[src/include/dbis_pkg.sv]
// shared constants for the data buffer input staging block
package dbis_pkg;
  // ==================================================
  // data path
  localparam int WORD_W = 16;
  localparam int FIFO_DEPTH = 16;
  localparam int ADDR_W = 8;
  // ==================================================
  // timing
  localparam int CLK_PERIOD_NS = 4;
  localparam int LOAD_START_NS = 100;
  localparam int DRAIN_END_NS = 150;
  localparam int LOAD_END_NS = 200;
  localparam int FULL_CLR_NS = 50;
  localparam int LOAD_START_CYC = (LOAD_START_NS + CLK_PERIOD_NS - 1) / CLK_PERIOD_NS;
  localparam int DRAIN_END_CYC = (DRAIN_END_NS + CLK_PERIOD_NS - 1) / CLK_PERIOD_NS;
  localparam int LOAD_END_CYC = LOAD_END_NS / CLK_PERIOD_NS;
  localparam int FULL_CLR_CYC = (FULL_CLR_NS + CLK_PERIOD_NS - 1) / CLK_PERIOD_NS;
  localparam logic [5:0] SEQ_LOAD_ON = 6'(LOAD_START_CYC);
  localparam logic [5:0] SEQ_DRAIN_OFF = 6'(DRAIN_END_CYC);
  localparam logic [5:0] SEQ_LOAD_OFF = 6'(LOAD_END_CYC);
  localparam logic [3:0] CLR_WAIT = 4'(FULL_CLR_CYC);
  // ==================================================
  // register map (byte addresses)
  localparam logic [7:0] CTRL_OFS = 8'h00;
  localparam logic [7:0] DATABUF_OFS = 8'h04;
  localparam logic [7:0] STATUS_OFS = 8'h08;
  localparam logic [7:0] STAGE_OFS = 8'h0C;
  // control fields
  localparam int CTRL_READ_BIT = 0;
  localparam int CTRL_WCC_BIT = 1;
  localparam int CTRL_DBL_BIT = 2;
  localparam int CTRL_MAINT_BIT = 3;
  localparam int CTRL_INIT_BIT = 4;
  // status fields
  localparam int ST_EVEN_FULL_BIT = 0;
  localparam int ST_ODD_FULL_BIT = 1;
  localparam int ST_SIDE_BIT = 2;
  localparam int ST_OUTPUT_WORD_BUFFER_FULL_BIT = 3;
  localparam int ST_ACCEPT_BIT = 4;
  localparam int ST_SEQ_BIT = 5;
  // reset values
  localparam logic [31:0] RD_ZERO = 32'h0000_0000;
  localparam logic SIDE_EVEN = 1'b0;
  localparam logic SIDE_ODD = 1'b1;
endpackage
[src/design/dbis_top.sv]
// staging fifo and input staging control with its apb register file
//
// The register offsets and the APB interface to the registers are this design's own decisions.
`timescale 1ns/1ns
// ==================================================
// fifo between the drive side and the output word buffer
module dbis_fifo #(
  parameter int WIDTH = 16,
  parameter int DEPTH = 16
) (
  input wire logic clk,
  input wire logic srst,
  input wire logic [WIDTH-1:0] in_data,
  input wire logic in_valid,
  output logic in_ready,
  output logic [WIDTH-1:0] out_data,
  output logic out_valid,
  input wire logic out_ready
);
  localparam int AW = $clog2(DEPTH);
  typedef struct packed {
    logic [AW-1:0] wr_ptr;
    logic [AW-1:0] rd_ptr;
    logic [AW:0] count;
  } dbis_fifo_s;
  dbis_fifo_s st_reg;
  dbis_fifo_s st_next;
  logic [WIDTH-1:0] mem [DEPTH];
  logic push;
  logic pop;

  assign in_ready = (st_reg.count != (AW+1)'(DEPTH));
  assign out_valid = (st_reg.count != '0);
  assign out_data = mem[st_reg.rd_ptr];
  assign push = in_valid & in_ready;
  assign pop = out_valid & out_ready;

  always_comb begin
    st_next = st_reg;
    if (push) begin
      st_next.wr_ptr = (st_reg.wr_ptr == AW'(DEPTH - 1)) ? '0 : st_reg.wr_ptr + 1'b1;
    end
    if (pop) begin
      st_next.rd_ptr = (st_reg.rd_ptr == AW'(DEPTH - 1)) ? '0 : st_reg.rd_ptr + 1'b1;
    end
    case ({push, pop})
      2'b10: st_next.count = st_reg.count + 1'b1;
      2'b01: st_next.count = st_reg.count - 1'b1;
      default: st_next.count = st_reg.count;
    endcase
  end

  always_ff @(posedge clk) begin
    if (srst) begin
      st_reg <= '0;
    end else begin
      st_reg <= st_next;
    end
  end

  // storage has no reset; only words counted by the pointers are ever read
  always_ff @(posedge clk) begin
    if (push) begin
      mem[st_reg.wr_ptr] <= in_data;
    end
  end
endmodule // dbis_fifo

// ==================================================
// input staging control
// Notes on behaviour
// - a load strobe on either staging register sets that register's full flag.
// - even full flag clears on init or about 50 ns after even hold copy.
// - odd full flag clears on init or about 50 ns after odd hold copy.
// - read: wait for output buffer full and accept, load strobe 100 ns later.
// - accept is true only when the pointer-selected staging register is empty.
// - read: output buffer word goes to the side the pointer selects.
// - drain pulse starts with read load, ends 50 ns later clearing buffer full.
// - read load strobe lasts about 100 ns, ending at 200 ns from start.
// - every load strobe pulses toggle; pointer flips on the toggle trailing edge.
// - maintenance: host writes data register; word lands on the pointer side.
// - after init first host word goes even, the next one odd.
// - write or check: memory data loads on the memory word strobe or on a maintenance host write to the data register.
// - memory data loads only while a write or check command is active.
// - double-word flag set: one memory strobe loads both staging registers.
// - double-word flag clear: memory strobe loads only the pointer-selected side.
// - read words pass drive stage, output buffer, staging, then hold register.
// - even word may move to hold only when full and both holds empty.
module dbis_top (
  input wire logic REF_CLK,
  input wire logic SRST,
  input wire logic PSEL,
  input wire logic PENABLE,
  input wire logic PWRITE,
  input wire logic [dbis_pkg::ADDR_W-1:0] PADDR,
  input wire logic [31:0] PWDATA,
  output logic [31:0] PRDATA,
  output logic PREADY,
  output logic PSLVERR,
  input wire logic [dbis_pkg::WORD_W-1:0] DRIVE_WORD,
  input wire logic DRIVE_VALID,
  output logic DRIVE_READY,
  input wire logic MEM_WORD_STROBE,
  input wire logic [dbis_pkg::WORD_W-1:0] MEM_EVEN_WORD,
  input wire logic [dbis_pkg::WORD_W-1:0] MEM_ODD_WORD,
  input wire logic EVEN_HOLD_LOADED,
  input wire logic ODD_HOLD_LOADED,
  input wire logic EVEN_HOLD_EMPTY,
  input wire logic ODD_HOLD_EMPTY,
  output logic [dbis_pkg::WORD_W-1:0] EVEN_STAGE_REG,
  output logic [dbis_pkg::WORD_W-1:0] ODD_STAGE_REG,
  output logic EVEN_STAGE_FULL,
  output logic ODD_STAGE_FULL,
  output logic SIDE_POINTER,
  output logic EVEN_STAGE_LOAD,
  output logic ODD_STAGE_LOAD,
  output logic POINTER_TOGGLE,
  output logic DRAIN_PULSE,
  output logic OUTPUT_WORD_BUFFER_FULL,
  output logic STAGE_ACCEPT,
  output logic EVEN_TO_HOLD_OK
);
  import dbis_pkg::*;

  typedef struct packed {
    logic [WORD_W-1:0] even_data;
    logic [WORD_W-1:0] odd_data;
    logic [WORD_W-1:0] output_word_buffer_data;
    logic [31:0] prdata;
    logic even_full;
    logic odd_full;
    logic side_ptr;
    logic output_word_buffer_full;
    logic even_load;
    logic odd_load;
    logic toggle;
    logic drain;
    logic accept;
    logic xfer_ok;
    logic seq_on;
    logic seq_side;
    logic [5:0] seq_cnt;
    logic even_clr_on;
    logic odd_clr_on;
    logic [3:0] even_clr_cnt;
    logic [3:0] odd_clr_cnt;
    logic read_cmd;
    logic write_or_check_cmd;
    logic double_word_flag;
    logic maint;
    logic pready;
    logic pslverr;
  } dbis_state_s;

  dbis_state_s st_reg;
  dbis_state_s st_next;
  logic [WORD_W-1:0] fifo_data;
  logic fifo_valid;
  logic fifo_pop;
  logic apb_done;
  logic register_write_strobe;
  logic buffer_reg_select;
  logic buffer_init;
  logic load_even;
  logic load_odd;
  logic set_even;
  logic set_odd;
  logic clr_even;
  logic clr_odd;

  // ==================================================
  // drive-side stage ahead of the output word buffer
  dbis_fifo #(
    .WIDTH(WORD_W),
    .DEPTH(FIFO_DEPTH)
  ) u_drive_input_stage (
    .clk(REF_CLK),
    .srst(SRST),
    .in_data(DRIVE_WORD),
    .in_valid(DRIVE_VALID),
    .in_ready(DRIVE_READY),
    .out_data(fifo_data),
    .out_valid(fifo_valid),
    .out_ready(fifo_pop)
  );

  // the buffer refills only when empty, so a stalled sequence backs up the fifo
  assign fifo_pop = fifo_valid & ~st_reg.output_word_buffer_full;

  // ==================================================
  // apb decode
  assign apb_done = PSEL & PENABLE & st_reg.pready;
  assign register_write_strobe = apb_done & PWRITE;
  assign buffer_reg_select = (PADDR == DATABUF_OFS);
  assign buffer_init = register_write_strobe & (PADDR == CTRL_OFS) & PWDATA[CTRL_INIT_BIT];

  // ==================================================
  // next state
  always_comb begin
    st_next = st_reg;
    load_even = 1'b0;
    load_odd = 1'b0;
    clr_even = 1'b0;
    clr_odd = 1'b0;

    // apb: one wait state, answer on the second access cycle
    st_next.pready = PSEL & PENABLE & ~st_reg.pready;
    st_next.pslverr = 1'b0;
    st_next.prdata = RD_ZERO;
    if (PSEL & PENABLE & ~st_reg.pready) begin
      st_next.pslverr = ~((PADDR == CTRL_OFS) | (PADDR == DATABUF_OFS) | (PADDR == STATUS_OFS) |
                          (PADDR == STAGE_OFS));
      if (!PWRITE) begin
        case (PADDR)
          CTRL_OFS: begin
            st_next.prdata[CTRL_READ_BIT] = st_reg.read_cmd;
            st_next.prdata[CTRL_WCC_BIT] = st_reg.write_or_check_cmd;
            st_next.prdata[CTRL_DBL_BIT] = st_reg.double_word_flag;
            st_next.prdata[CTRL_MAINT_BIT] = st_reg.maint;
          end
          STATUS_OFS: begin
            st_next.prdata[ST_EVEN_FULL_BIT] = st_reg.even_full;
            st_next.prdata[ST_ODD_FULL_BIT] = st_reg.odd_full;
            st_next.prdata[ST_SIDE_BIT] = st_reg.side_ptr;
            st_next.prdata[ST_OUTPUT_WORD_BUFFER_FULL_BIT] = st_reg.output_word_buffer_full;
            st_next.prdata[ST_ACCEPT_BIT] = st_reg.accept;
            st_next.prdata[ST_SEQ_BIT] = st_reg.seq_on;
          end
          STAGE_OFS: st_next.prdata = {st_reg.odd_data, st_reg.even_data};
          default: st_next.prdata = RD_ZERO;
        endcase
      end
    end
    if (register_write_strobe & (PADDR == CTRL_OFS)) begin
      st_next.read_cmd = PWDATA[CTRL_READ_BIT];
      st_next.write_or_check_cmd = PWDATA[CTRL_WCC_BIT];
      st_next.double_word_flag = PWDATA[CTRL_DBL_BIT];
      st_next.maint = PWDATA[CTRL_MAINT_BIT];
    end

    // output word buffer takes the fifo head when empty
    if (fifo_pop) begin
      st_next.output_word_buffer_full = 1'b1;
      st_next.output_word_buffer_data = fifo_data;
    end

    // read sequence: delay-line taps counted in clocks
    if (st_reg.seq_on) begin
      st_next.seq_cnt = st_reg.seq_cnt + 1'b1;
      if (st_reg.seq_cnt == SEQ_LOAD_ON - 6'd1) begin
        load_even = ~st_reg.seq_side;
        load_odd = st_reg.seq_side;
        st_next.drain = 1'b1;
      end
      if (st_reg.seq_cnt == SEQ_DRAIN_OFF - 6'd1) begin
        st_next.drain = 1'b0;
        st_next.output_word_buffer_full = 1'b0;
      end
      if (st_reg.seq_cnt == SEQ_LOAD_OFF - 6'd1) begin
        st_next.even_load = 1'b0;
        st_next.odd_load = 1'b0;
        st_next.seq_on = 1'b0;
      end
    end else if (st_reg.read_cmd & st_reg.output_word_buffer_full & st_reg.accept) begin
      st_next.seq_on = 1'b1;
      st_next.seq_cnt = 6'd1;
      st_next.seq_side = st_reg.side_ptr;
    end else begin
      // single-cycle strobes from memory or host end after one clock
      st_next.even_load = 1'b0;
      st_next.odd_load = 1'b0;
      if (st_reg.write_or_check_cmd & MEM_WORD_STROBE) begin
        if (st_reg.double_word_flag) begin
          load_even = 1'b1;
          load_odd = 1'b1;
        end else begin
          load_even = ~st_reg.side_ptr;
          load_odd = st_reg.side_ptr;
        end
      end else if (st_reg.maint & register_write_strobe & buffer_reg_select) begin
        load_even = ~st_reg.side_ptr;
        load_odd = st_reg.side_ptr;
      end
    end

    // staging data capture at the strobe's leading edge
    if (load_even) begin
      st_next.even_load = 1'b1;
      if (st_reg.seq_on) begin
        st_next.even_data = st_reg.output_word_buffer_data;
      end else if (st_reg.write_or_check_cmd) begin
        st_next.even_data = MEM_EVEN_WORD;
      end else begin
        st_next.even_data = PWDATA[WORD_W-1:0];
      end
    end
    if (load_odd) begin
      st_next.odd_load = 1'b1;
      if (st_reg.seq_on) begin
        st_next.odd_data = st_reg.output_word_buffer_data;
      end else if (st_reg.write_or_check_cmd) begin
        st_next.odd_data = MEM_ODD_WORD;
      end else begin
        st_next.odd_data = PWDATA[WORD_W-1:0];
      end
    end

    // pointer flips as the toggle pulse falls
    st_next.toggle = st_next.even_load | st_next.odd_load;
    if (st_reg.toggle & ~st_next.toggle) begin
      st_next.side_ptr = ~st_reg.side_ptr;
    end

    // full flag clear timers started by the hold register copy
    if (EVEN_HOLD_LOADED) begin
      st_next.even_clr_on = 1'b1;
      st_next.even_clr_cnt = 4'd1;
    end else if (st_reg.even_clr_on) begin
      st_next.even_clr_cnt = st_reg.even_clr_cnt + 1'b1;
      if (st_reg.even_clr_cnt == CLR_WAIT) begin
        clr_even = 1'b1;
        st_next.even_clr_on = 1'b0;
      end
    end
    if (ODD_HOLD_LOADED) begin
      st_next.odd_clr_on = 1'b1;
      st_next.odd_clr_cnt = 4'd1;
    end else if (st_reg.odd_clr_on) begin
      st_next.odd_clr_cnt = st_reg.odd_clr_cnt + 1'b1;
      if (st_reg.odd_clr_cnt == CLR_WAIT) begin
        clr_odd = 1'b1;
        st_next.odd_clr_on = 1'b0;
      end
    end

    // clear is written last so it wins over a coincident set
    if (load_even) begin
      st_next.even_full = 1'b1;
    end
    if (load_odd) begin
      st_next.odd_full = 1'b1;
    end
    if (clr_even) begin
      st_next.even_full = 1'b0;
    end
    if (clr_odd) begin
      st_next.odd_full = 1'b0;
    end

    // buffer initialize returns staging and the output word buffer to their empty, even state
    if (buffer_init) begin
      st_next.even_full = 1'b0;
      st_next.odd_full = 1'b0;
      st_next.side_ptr = SIDE_EVEN;
      st_next.output_word_buffer_full = 1'b0;
      st_next.seq_on = 1'b0;
      st_next.even_load = 1'b0;
      st_next.odd_load = 1'b0;
      st_next.toggle = 1'b0;
      st_next.drain = 1'b0;
      st_next.even_clr_on = 1'b0;
      st_next.odd_clr_on = 1'b0;
    end

    st_next.accept = (st_next.side_ptr == SIDE_ODD) ? ~st_next.odd_full : ~st_next.even_full;
    st_next.xfer_ok = st_next.write_or_check_cmd & st_next.even_full &
                      EVEN_HOLD_EMPTY & ODD_HOLD_EMPTY;
  end

  // ==================================================
  // state register
  always_ff @(posedge REF_CLK) begin
    if (SRST) begin
      st_reg <= '0;
    end else begin
      st_reg <= st_next;
    end
  end

  assign PRDATA = st_reg.prdata;
  assign PREADY = st_reg.pready;
  assign PSLVERR = st_reg.pslverr;
  assign EVEN_STAGE_REG = st_reg.even_data;
  assign ODD_STAGE_REG = st_reg.odd_data;
  assign EVEN_STAGE_FULL = st_reg.even_full;
  assign ODD_STAGE_FULL = st_reg.odd_full;
  assign SIDE_POINTER = st_reg.side_ptr;
  assign EVEN_STAGE_LOAD = st_reg.even_load;
  assign ODD_STAGE_LOAD = st_reg.odd_load;
  assign POINTER_TOGGLE = st_reg.toggle;
  assign DRAIN_PULSE = st_reg.drain;
  assign OUTPUT_WORD_BUFFER_FULL = st_reg.output_word_buffer_full;
  assign STAGE_ACCEPT = st_reg.accept;
  assign EVEN_TO_HOLD_OK = st_reg.xfer_ok;
endmodule // dbis_top

[config.mk]
export PLATFORM = sky130hd
export DESIGN_NAME = dbis_top
export DESIGN_NICKNAME = d
export VERILOG_FILES = /design/src/include/dbis_pkg.sv /design/src/design/dbis_top.sv
export SDC_FILE = /design/constraint.sdc
export NUM_CORES = 1
export LEC_CHECK = 0
export BUFFER_PORTS_ARGS = -buffer_cell sky130_fd_sc_hd__clkbuf_2
export CORE_MARGIN = 2
export CORE_UTILIZATION = 30
export DETAILED_ROUTE_END_ITERATION = 8
export RECOVER_POWER = 25
export SLEW_MARGIN = 20
export SYNTH_ARGS = -nofsm -noshare
export SYNTH_HDL_FRONTEND = slang
export SYNTH_SLANG_ARGS = --single-unit
[constraint.sdc]
create_clock -name REF_CLK -period 3.4 [get_ports REF_CLK]
set_input_delay 0.68 -clock REF_CLK [delete_from_list [all_inputs] [get_ports REF_CLK]]
set_output_delay 0.68 -clock REF_CLK [all_outputs]
set_load 0.05 [all_outputs]
After elaboration in Yosys (flattened, before gate mapping)
Memories as Yosys holds them, arrays and structs flattened. A register that Yosys moved wholly into a read port is not among the register bits.
Cells that the tools add are included.
W data, S select, Z words.
- equal/unequal tests: 13
- $add $sub $neg: 7
- reduce and logical (&&, ||, !) cells: 15
- bitwise gates (word level): 33
- muxes and demuxes: 62
- operator list (kind ; number):
    $mux W16 ; 4
    $mux W1 ; 46
    $and A1 B1 Y1 ; 18
    $add A4 B1 Y4 const B ; 4
    $eq A4 B4 Y1 const B ; 4
    $eq A8 B4 Y1 const B ; 2
    $mux W8 ; 2
    $eq A6 B6 Y1 const B ; 2
    $pmux W4 S3 ; 1
    $not A1 Y1 ; 11
    $pmux W5 S2 ; 1
    $reduce_bool A2 Y1 ; 5
    $eq A8 B3 Y1 const B ; 1
    $logic_not A8 Y1 ; 1
    $mux W4 ; 2
    $reduce_or A2 Y1 ; 4
    $add A6 B1 Y6 const B ; 1
    $eq A6 B5 Y1 const B ; 1
    $mux W2 ; 3
    $mux W6 ; 1
    $add A5 B1 Y5 const B ; 1
    $ne A5 B5 Y1 const B ; 1
    $reduce_bool A5 Y1 ; 1
    $sub A5 B1 Y5 const B ; 1
    8 further kinds ; 12
- output and inout bits: 77
- RAM bits: 256
- flip-flop bits (word level): 111
- memories kept: 1
- logic and storage cells: 163
- input bits: 99
- memories (memory ; depth ; width ; read ports ; clocked after Yosys merged registers in ; write ports ; RTL line ; text):
    u_drive_input_stage.mem ; 16 ; 16 ; 1 ; 1 ; 1 ; dbis_top.sv:28 ; logic [WIDTH-1:0] mem [DEPTH];

Longest topological paths before layout
Gate-level depths: netlist of run 1.
- word-level depth: 18
- gate-level depth with buffers: 15
- gate-level depth less buffers: 13

Cells and area by module
From an unflattened synthesis of run 1, not the netlist that was laid out.
- cell total of the unflattened synthesis: 1100
- area, all modules: 15879.0 um2
- by module, submodules not included (module ; sequential area each (um2) ; times used ; cells each ; area each (um2)):
    dbis_fifo ; 8027.7 ; 1 ; 473 ; 10751.6
    dbis_top ; 2282.2 ; 1 ; 627 ; 5127.4

Worst setup path after synthesis of run 1
No wires, ideal clock.
- kind: register to register
- start point: register st_reg, in the netlist OUTPUT_WORD_BUFFER_FULL
- end point: register u_drive_input_stage.st_reg[4] (netlist name)
- stages on the path, launching flop included: 14
- arrival: 2.993 ns
- slack: 0.274 ns
- setup time: 0.132 ns
- required time: 3.268 ns
- clock period less this slack: 3.126 ns
- buffers on the path: 2
- cells stage by stage: dfxtp_1 -> or2_2 -> inv_1 -> clkbuf_1 -> clkbuf_1 -> ha_1 -> inv_1 -> fa_1 -> nor2b_1 -> o21ai_0 -> and3_1 -> nor3_1 -> xnor2_1 -> nor2_1
- cells in the longest elaborated chain, start to end: 5
- elaborated cells between the ends (all ways): 7
- those cells by class: 2 x eq/ne; 1 x mux; 3 x bitwise; 1 x reduce/logical
- RTL lines (what ; RTL line ; text):
    start: declaration ; dbis_top.sv:155 ; dbis_state_s st_reg;
    start signal: assignment ; dbis_top.sv:376 ; st_reg <= st_next;
    $not A1 Y1 * ; dbis_top.sv:188 ; assign fifo_pop = fifo_valid & ~st_reg.output_word_buffer_full;
    $and A1 B1 Y1 * ; dbis_top.sv:188 ;
    via fifo_pop ; dbis_top.sv:159 ; logic fifo_pop;
    $and A1 B1 Y1 * ; dbis_top.sv:36 ; assign pop = out_valid & out_ready;
    $eq A2 B1 Y1 or $eq A2 B2 Y1 (tied branches) ; dbis_top.sv:46 ; case ({push, pop})
    $pmux W5 S2 or $reduce_bool A2 Y1 (tied branches) ; - ;
    end signal: assignment ; dbis_top.sv:57 ; st_reg <= st_next;
    end: declaration ; dbis_top.sv:26 ; dbis_fifo_s st_reg;
The timed path passes the listed nets; every way through them passes the cells marked *.
A chain may end at the register's enable or synchronous reset.

Worst setup path in the final report of run 1
- start point: register u_drive_input_stage.st_reg[1] (netlist name)
- end point: register u_drive_input_stage.st_reg[4] (netlist name)
- cells in the longest elaborated chain, start to end: 5
- elaborated cells between the ends (all ways): 11
- those cells by class: 2 x add/sub; 3 x eq/ne; 1 x mux; 3 x bitwise; 2 x reduce/logical
- RTL lines (what ; RTL line ; text):
    $reduce_bool A5 Y1 ; dbis_top.sv:33 ; assign out_valid = (st_reg.count != '0);
    $and A1 B1 Y1 ; dbis_top.sv:188 ;
    $and A1 B1 Y1 ; dbis_top.sv:36 ;
    $eq A2 B1 Y1 or $eq A2 B2 Y1 (tied branches) ; dbis_top.sv:46 ;
    $pmux W5 S2 or $reduce_bool A2 Y1 (tied branches) ; - ;
Parallel ways exist; a longest one is shown, timed or not.

==> flow_metrics.tcl, run 1 <==
set metrics [dict create \
    status "completed" \
    min_to "st_reg[12]" \
    final_antenna_net_count 0 \
    switchingPower_w 0.00288 \
    worstHoldStart "EVEN_HOLD_LOADED" \
    drive_gt1_share_pct 29.8 \
    rsz0062_at_grt "false" \
    synth_ff_type "edfxtp_1" \
    grt_pass1_wl_um 55300 \
    slew_headroom_pct 30.0 \
    vdd_drop_max_uv 359 \
    dr.pass1.iters 5 \
    synth_fp_nets 1192 \
    die_h_um 232 \
    antenna_found_initial 2 \
    drv_cap 0 \
    synth_seq_cells 383 \
    dr.first_iter.drc_count 779 \
    dpl.hpwl_um 24500 \
    crit_required_ps 3820 \
    grt_max_degree 72 \
    io_buffers 159 \
    final-hold-violation-count 0 \
    max_freq_ghz 0.357 \
    post-cts-setup-buffers 0 \
    crit_path_end_kind "register" \
    dr_wl_met2_um 17000 \
    setup_violations 0 \
    skew_ps 25.7 \
    clkLatencyLatePin_ps 570 \
    synth_edf_count 256 \
    htreeDepth 2 \
    period_minus_slack_ps 2800 \
    synth_cells 1076 \
    synth_area_sq_um 15600 \
    p_per_area_nw_per_um2 626 \
    met3_length_um 2790 \
    cts_buffers 41 \
    root_buffer "clkbuf_16" \
    r2r_end "u_drive_input_stage.st_reg[4]" \
    synth_top_area_share_pct 49.1 \
    pwr-share-clk_pct 37.9 \
    wl_um 37100 \
    die_w_um 232 \
    top_layer "met5" \
    crit_chain "nor3_1 > nand3_1 > and2_1 > inv_1 > ha_1 > inv_1 > fa_1 > nor2b_1 > o21ai_0 > and3_1 > nor3_1 > xnor2_1 > nor2_1" \
    worst_path_max_delay_cell "fa_1" \
    synthTopCellsByArea "edfxtp_1, dfxtp_1, mux4_2" \
    ys_seq_area_share_pct 65.4 \
    p_sw_share_pct 25.2 \
    largest_reg_flops 256 \
    synth_top_area_cell "edfxtp_1" \
    cts_tree "done" \
    r2r-start "u_drive_input_stage.st_reg[1]" \
    dieArea_sq_um 54000 \
    pwr-share-comb_pct 15.7 \
    clockBufferDepth 3 \
    area_growth_pct 16.6 \
    m1WireLength_um 15900 \
    drc_errors 0 \
    cpLargestDelayFamily "simple AND/OR/NAND/NOR gates" \
    postSynthAreaPerCell_sq_um 14.5 \
    cts_resized 0 \
    leakage_nw 6.14 \
    antenna_cells 0 \
    dr_total_vias 9171 \
    initial_utilization_pct 30.4 \
    critPathLaunchType "register" \
    final.period_utilization_pct 82.3 \
    yosysMostFrequentCell "edfxtp_1" \
    reg2regPathDepth 13 \
    grt_pass1_vias 9103 \
    ys_types 56 \
    p_int_w 0.00854 \
    critPathKind "register to register" \
    tns_ps 0 \
    final_util_pct 35.5 \
    hp-class "primary input to register" \
    r2r_slack_ps 600 \
    critPathArrivalTime_ps 3220 \
    nets 1311 \
    cpPeakStageDelay_ps 440 \
    numClockSinks 383 \
    yosys_warnings 0 \
    vias_per_cell 4.82 \
    grt_use_total_pct 13.6 \
    cp_num_buf_inv 2 \
    hold_depth 2 \
    slew_viol_final 0 \
    cts.clk_slew.worst_paths_ps 60 \
    placementRows 83 \
    wire_per_inst_um 19.5 \
    io_pins 176 \
    grt.overflow.total 0 \
    core_sq_um 51400 \
    worst-path-max-fanout 10 \
    cts_hold_buf 0 \
    place.gp.congestion 0.897 \
    seq_power_share_pct 46.4 \
    synthArstFlopShare_pct 0 \
    netlist_top_cells_count "edfxtp_1, dfxtp_1, nand2_1" \
    worstMarginPinSlew_ps 1050 \
]
==> metal layers <==
metal / vias to the layer above / GRT usage, %
li1: 4183 / -
met1: 4570 / 17.9
met2: 331 / 21.4
met3: 83 / 3.19
met4: 4 / 6.09
met5: - / 0
==> cells by family after synthesis <==
| kind of cell | Yosys count | synth area share [%] |
|---|---|---|
| adder cells (fa/ha/maj) | 17 | 1.41 |
| XOR/XNOR | 12 | 0.672 |
| AND/OR/NAND/NOR | 283 | 8.53 |
| multiplexers | 86 | 11.9 |
| buffers and inverters | 138 | 5.04 |
| flip-flops | 383 | 65.4 |
| AO/OA/AOI/OAI | 157 | 7.05 |
==> power by group through the flow <==
| stage | Combinational (W) | Sequential, W | Clock (W) |
|---|---|---|---|
| global placement | 0.00179 | 0.00539 | 0 |
| floorplan | 0.00126 | 0.00538 | 0 |
| CTS | 0.00183 | 0.00530 | 0.00446 |
| global route | 0.00197 | 0.00533 | 0.00462 |
| detailed placement | 0.00182 | 0.00540 | 0 |
| finish | 0.00179 | 0.00530 | 0.00433 |
==> layout make-up <==
class | count | area [sq um]
clock buffer | 55 | 1160
multi-input combinational | 555 | 4650
fill | 4936 | 33200
timing repair buffer | 196 | 1150
tap | 680 | 851
clock inverter | 17 | 141
inverter | 18 | 67.6
sequential | 383 | 10200
==> worst max path at each step <==
stage,startpoint,endpoint,slack [ps],cells after the start
after floorplan,OUTPUT_WORD_BUFFER_FULL,u_drive_input_stage.st_reg[4],270,13
after global placement,PADDR[1],EVEN_TO_HOLD_OK,450,7
after detailed placement,PADDR[1],EVEN_TO_HOLD_OK,400,7
after CTS,u_drive_input_stage.st_reg[1],u_drive_input_stage.st_reg[4],590,13
after global routing,u_drive_input_stage.st_reg[1],u_drive_input_stage.st_reg[4],290,13
final,u_drive_input_stage.st_reg[1],u_drive_input_stage.st_reg[4],600,13
==> cells in the final DEF (no fill, tap or decap), types with 3 or more instances in the layout <==
cell,instances
nand4_1,5
clkinv_1,8
a31oi_1,3
inv_1,17
nor2b_1,22
o21ai_0,8
a211oi_1,4
or2_2,7
mux4_2,80
nor3b_1,3
a211o_1,32
mux2i_1,5
nand2_1,123
buf_4,31
and2_1,30
a22oi_1,5
dfxtp_1,125
clkbuf_8,6
ha_1,16
clkbuf_16,42
clkbuf_1,20
nor3_2,4
nand3_1,8
a21oi_1,69
clkinv_2,6
buf_12,7
nor2_1,55
edfxtp_1,256
nand2b_1,3
a21oi_2,21
clkbuf_2,145
xor2_1,10
nor3_1,9
==> per-stage QoR <==
| stage | hold WS (ps) | instances | total power [W] | instance area, sq um | worst slack, ps |
|---|---|---|---|---|---|
| final | 369 | 1904 | 0.0114 | 18200 | 602 |
| after global routing | 363 | 1904 | 0.0119 | 18200 | 287 |
| after CTS | 327 | 1904 | 0.0116 | 18300 | 590 |
| after detailed placement | 450 | 1832 | 0.00722 | 17000 | 401 |
| after global placement | 445 | 1832 | 0.00718 | 17000 | 448 |
| after floorplan | 437 | 1076 | 0.00663 | 15600 | 274 |
Power figures use the tool's default switching activity.
==> inputs of run 2 (changes only) <==
ABC_AREA = 1   (was unset)
clock period = 2.84 ns   (was 3.4 ns; I/O delays follow)
==> run 2 against run 1 <==
  * Non-clock buffer count up 3
  * Hold slack worse by 93 ps
  * Via count up 22%
  * First-iteration DRC count down 0.51%
  * Routed wire length up 10%
  * Critical path type unchanged
==> flow_metrics.tcl, run 2 <==
set metrics [dict create \
    status "completed" \
    pre_cts_slack_ps 282 \
    grt.overflow.total 0 \
    place.gp.congestion 0.866 \
    max_freq_ghz 0.396 \
    numClockSinks 383 \
    io_pins 176 \
    core_sq_um 52200 \
    htreeDepth 2 \
    area_growth_pct 15.6 \
    r2r_slack_ps 320 \
    slew_viol_final 0 \
    ys_seq_area_share_pct 64.9 \
    synth_seq_cells 383 \
    vias_per_cell 4.91 \
    ys_types 40 \
    io_buffers 159 \
    seq_power_share_pct 44.1 \
    synth_top_area_share_pct 48.7 \
    clockBufferDepth 3 \
    vdd_drop_max_uv 452 \
    r2r-start "u_drive_input_stage.st_reg[1]" \
    pwr-share-comb_pct 19.7 \
    p_per_area_nw_per_um2 794 \
    synthTopCellsByArea "edfxtp_1, dfxtp_1, o21ai_0" \
    crit_chain "nor4_2 > nand2_1 > nand2_2 > ha_2 > inv_1 > fa_1 > inv_1 > a31oi_1 > inv_1 > o21ai_0 > a21oi_1 > o21ai_0 > a21oi_1" \
    synth_edf_count 256 \
    layout_common_cells "edfxtp_1, nor2_1, o21ai_0" \
    grt_max_degree 132 \
    dr_total_vias 11200 \
    post-cts-setup-buffers 0 \
    nFillCells 5160 \
    hp-class "primary input to register" \
    multi_input_area_sq_um 4380 \
    nets 1683 \
    dr.first_iter.drc_count 775 \
    yosys_warnings 0 \
    die_w_um 233 \
    largest_reg_flops 256 \
    pwr-share-clk_pct 36.2 \
    min_to "EVEN_TO_HOLD_OK" \
    synth_ff_type "edfxtp_1" \
    fin_ws_ps 316 \
    placementRows 84 \
    final_common_cell "edfxtp_1" \
    crit_required_ps 3300 \
    reg2regPathDepth 13 \
    grt_pass1_vias 11000 \
    initial_utilization_pct 30.2 \
    grt_pass1_wl_um 62300 \
    drc_errors 0 \
    cts.clk_slew.worst_paths_ps 60 \
    postSynthAreaPerCell_sq_um 10.7 \
    p_sw_share_pct 29.6 \
    synth_area_sq_um 15800 \
    final-seq-area_sq_um 10200 \
    synth_cells 1473 \
    critPathKind "register to register" \
    worstMarginPinSlew_ps 800 \
    netlist_top_cells_count "edfxtp_1, nor2_1, o21ai_0" \
    cts_hold_buf 0 \
    dr.pass1.iters 5 \
    dieArea_sq_um 54400 \
    cpPeakStageDelay_ps 450 \
    slew_headroom_pct 46.7 \
    antenna_found_initial 0 \
    drive_gt1_share_pct 17.3 \
    synth_top_area_cell "edfxtp_1" \
    switchingPower_w 0.00428 \
    period_minus_slack_ps 2520 \
    leakage_nw 6.46 \
    yosysMostFrequentCell "edfxtp_1" \
    worst_path_max_delay_cell "fa_1" \
    final_antenna_net_count 0 \
    critPathArrivalTime_ps 2980 \
    p_int_w 0.0102 \
    crit_path_end_kind "register" \
    hold_depth 3 \
    cts_buffers 40 \
    grt_use_total_pct 14.8 \
    wire_per_inst_um 17.9 \
    wl_um 40900 \
    dpl.hpwl_um 26600 \
    synth_fp_nets 1589 \
    worstHoldStart "EVEN_HOLD_EMPTY" \
    antenna_cells 0 \
    die_h_um 233 \
    final-hold-violation-count 0 \
    root_buffer "clkbuf_16" \
    synthArstFlopShare_pct 0 \
    clkLatencyLatePin_ps 540 \
    worst-path-max-fanout 7 \
    rsz0062_at_grt "false" \
    critPathLaunchType "register" \
    skew_ps 9.06 \
    final.period_utilization_pct 88.9 \
    drv_cap 0 \
    setup_violations 0 \
    tns_ps 0 \
    cts_tree "done" \
    crit_top_cell "inv_1" \
    r2r_end "u_drive_input_stage.st_reg[4]" \
]
## run 2: critical path: cells and delay by family (launching register included)
family | cells | cell delay [ps]
AO/OA/AOI/OAI | 5 | 550
adder cells (fa/ha/maj) | 2 | 700
buffers and inverters | 3 | 220
flip-flops | 1 | 340
AND/OR/NAND/NOR | 3 | 630
## run 2: what timing repair did
action,4_1_cts,5_1_grt
gates resized for setup,0,1
setup endpoints to repair,0,1
hold endpoints to repair,0,0
## run 2: worst max path at each step
stage / startpoint / to / slack [ps]
after detailed placement: u_drive_input_stage.st_reg[1] / u_drive_input_stage.st_reg[4] / 280
after global placement: u_drive_input_stage.st_reg[1] / u_drive_input_stage.st_reg[4] / 300
after floorplan: u_drive_input_stage.st_reg[1] / u_drive_input_stage.st_reg[4] / 180
final: u_drive_input_stage.st_reg[1] / u_drive_input_stage.st_reg[4] / 320
after CTS: u_drive_input_stage.st_reg[1] / u_drive_input_stage.st_reg[4] / 270
after global routing: u_drive_input_stage.st_reg[1] / u_drive_input_stage.st_reg[4] / 20
## run 2: area by class of cell
type | count | area share, %
well taps | 688 | 4.72
inverters | 85 | 1.75
multi-input cells | 858 | 24.0
flip-flops and latches | 383 | 56.2
clock buffers | 51 | 6.07
repair buffers | 199 | 6.06
clock inverters | 23 | 1.22
## run 2: cell families (layout without fill, tap and decap cells)
logic type / after synthesis / in the layout / share of synthesized area [%]
xor gates and xnor gates: 6 / 6 / 0.333
AOI/OAI and AO/OA: 429 / 429 / 15.2
DFF: 383 / 383 / 64.9
adders and majority gates: 17 / 17 / 1.40
and+or+nand+nor: 406 / 406 / 10.8
buffers and inverters: 232 / 358 / 7.41
## run 2: per-layer routing
| layer | vias up | track usage [%] | share of wire (%) |
|---|---|---|---|
| met1 | 5428 | 18.6 | 43 |
| li1 | 5345 | - | - |
| met5 | - | 0 | 0 |
| met4 | 0 | 4.26 | 2.1 |
| met3 | 60 | 3.05 | 7.3 |
| met2 | 389 | 25.7 | 48 |
## run 2: power groups by stage
stage / Combinational (W) / Clock [W] / Sequential (W)
after floorplan: 0.00189 / 0 / 0.00642
after global placement: 0.00278 / 0 / 0.00649
after detailed placement: 0.00283 / 0 / 0.00650
after CTS: 0.00285 / 0.00535 / 0.00638
after global routing: 0.00321 / 0.00559 / 0.00640
final: 0.00286 / 0.00524 / 0.00639
## run 2: stage by stage
step                hold WS (ps)  cell area (sq um)  total power (W)  utilization (%)  instances
floorplan                    419              15800          0.00831                -       1473
global placement             440              16900          0.00927             32.4       2213
detailed placement           443              16900          0.00933             32.4       2213
CTS                          258              18200           0.0146             34.9       2287
global route                 288              18200           0.0152             34.9       2287
finish                       276              18200           0.0145             34.9       2287
==> inputs of run 3 (changes only) <==
CORE_UTILIZATION = 58   (was 30)
PLACE_DENSITY = 0.79   (was unset)
==> run 3 against run 2 <==
  * Power fell by 1.3%
  * Sequential power barely moved
  * Critical endpoint unchanged
  * Via count rose by 1.9%
  * Largest power group unchanged
  * Clock skew rose by 13 ps
  * Largest cell class unchanged
  * Final cell count fell by 15%
  * Count of clock-buffer cells in the layout rose by 1
  * Clock power fell by 2%
  * Setup slack got worse by 49 ps
  * Maximum frequency fell by 1.9%
  * Cell area fell by 2.3%
  * First-iteration DRC count rose by 47%
  * Global-route usage rose by 12 points
  * Critical path type unchanged
==> flow_metrics.tcl, run 3 (same netlist as run 2, synthesis figures left out) <==
set metrics [dict create \
    status "completed" \
    grt_pass1_wl_um 58000 \
    p_per_area_nw_per_um2 802 \
    final-hold-violation-count 0 \
    p_sw_share_pct 29.4 \
    die_h_um 169 \
    grt.overflow.total 0 \
    worstHoldStart "ODD_HOLD_EMPTY" \
    worst_path_max_delay_cell "fa_1" \
    pwr-share-clk_pct 35.8 \
    switchingPower_w 0.00421 \
    crit_top_cell "inv_1" \
    tns_ps 0 \
    dr.pass1.iters 6 \
    rsz0062_at_grt "false" \
    place.gp.congestion 0.921 \
    crit_start "u_drive_input_stage.st_reg[1]" \
    die_w_um 169 \
    vdd_drop_max_uv 619 \
    leakage_nw 6.47 \
    core_sq_um 26800 \
    antenna_found_initial 1 \
    post-cts-setup-buffers 0 \
    slew_viol_final 0 \
    grt_pass1_vias 10900 \
    dpl.hpwl_um 24200 \
    layout_common_cells "edfxtp_1, nor2_1, o21ai_0" \
    cts_resized 0 \
    period_minus_slack_ps 2570 \
    critPathArrivalTime_ps 3050 \
    clkLatencyLatePin_ps 550 \
    vias_per_cell 5.88 \
    dieArea_sq_um 28500 \
    critPathLaunchType "register" \
    clockBufferDepth 3 \
    hp-class "primary input to register" \
    setup_violations 0 \
    p_int_w 0.0101 \
    seq_power_share_pct 44.7 \
    crit_required_ps 3320 \
    cts_hold_buf 0 \
    wire_per_inst_um 19.6 \
    skew_ps 22.1 \
    slew_headroom_pct 47.0 \
    nets 1687 \
    power_w 0.0143 \
    cts_tree "done" \
    critPathKind "register to register" \
    dr_total_vias 11400 \
    cts.clk_slew.worst_paths_ps 60 \
    drc_errors 0 \
    r2r-start "u_drive_input_stage.st_reg[1]" \
    numClockSinks 383 \
    final_antenna_net_count 0 \
    placementRows 60 \
    initial_utilization_pct 58.9 \
    crit_chain "nor4_2 > nand2_1 > nand2_2 > ha_1 > inv_1 > fa_1 > inv_1 > a31oi_1 > inv_1 > o21ai_0 > a21oi_1 > o21ai_0 > a21oi_1" \
    largest_reg_flops 256 \
    final_common_cell "edfxtp_1" \
    crit_path_end_kind "register" \
    worst-path-max-fanout 7 \
    cts_buffers 39 \
    max_freq_ghz 0.389 \
    drv_cap 0 \
    root_buffer "clkbuf_16" \
    dr.first_iter.drc_count 1142 \
    pwr-share-comb_pct 19.5 \
    area_growth_pct 12.9 \
    wl_um 38100 \
    worstMarginPinSlew_ps 794 \
    grt_max_degree 132 \
    io_pins 176 \
    cpPeakStageDelay_ps 470 \
    grt_use_total_pct 26.5 \
    htreeDepth 2 \
    drive_gt1_share_pct 17.2 \
    io_buffers 159 \
    final.period_utilization_pct 90.6 \
]
[run 3: cell types whose count changed in the layout (fill, tap and decap cells not counted), sizes merged]
cell / previous run / this run
buf: 40 / 45
inv: 84 / 81
diode: 0 / 1
clkbuf: 210 / 211
clkinv: 17 / 16
[run 3: final timing paths]
check,endpoint,slack (ps),depth (start not counted)
max,u_drive_input_stage.st_reg[4],270,13
min,EVEN_TO_HOLD_OK,250,3
max reg2reg,u_drive_input_stage.st_reg[4],270,13
min reg2reg,PRDATA[23],450,2
[run 3: stage by stage]
step | std cells | instance area, sq um | utilization, % | hold WS (ps) | setup WS, ps
final | 1943 | 17800 | 66.5 | 252 | 267
after global routing | 1943 | 17800 | 66.5 | 265 | 24.2
after CTS | 1942 | 17800 | 66.5 | 237 | 263
after detailed placement | 1871 | 16500 | 61.7 | 438 | 264
after global placement | 1871 | 16500 | 61.7 | 435 | 285
after floorplan | 1473 | 15800 | - | 419 | 183
[run 3: power by group through the flow]
stage               Combinational (W)  Clock (W)  Sequential [W]
floorplan                     0.00189          0         0.00642
global placement              0.00263          0         0.00648
detailed placement            0.00273          0         0.00649
CTS                           0.00276    0.00517         0.00638
global route                  0.00307    0.00540         0.00641
finish                        0.00278    0.00512         0.00639
[run 3: cell type report]
cell class | count | area (sq um)
Clock inverter | 19 | 211
Timing Repair Buffer | 204 | 1170
Multi-Input combinational cell | 858 | 4380
Fill cell | 1954 | 8990
Clock buffer | 52 | 1070
Antenna cell | 1 | 2.50
Sequential cell | 383 | 10200
Tap cell | 341 | 427
Inverter | 85 | 319
[run 3: metal layers]
layer / vias to the layer above / GRT usage, % / part of all wire [%]
li1: 5357 / - / -
met1: 5321 / 32.1 / 38
met2: 657 / 46.5 / 49
met3: 99 / 4.77 / 9.5
met4: 0 / 11.5 / 3.4
met5: - / 0 / 0
[run 3: critical path, delay by kind of cell, from the launching register on]
kind	cells	cell delay, ps
compound gates	5	520
flops	1	340
buf+inv	3	230
simple gates	3	670
fa+ha+maj	2	760
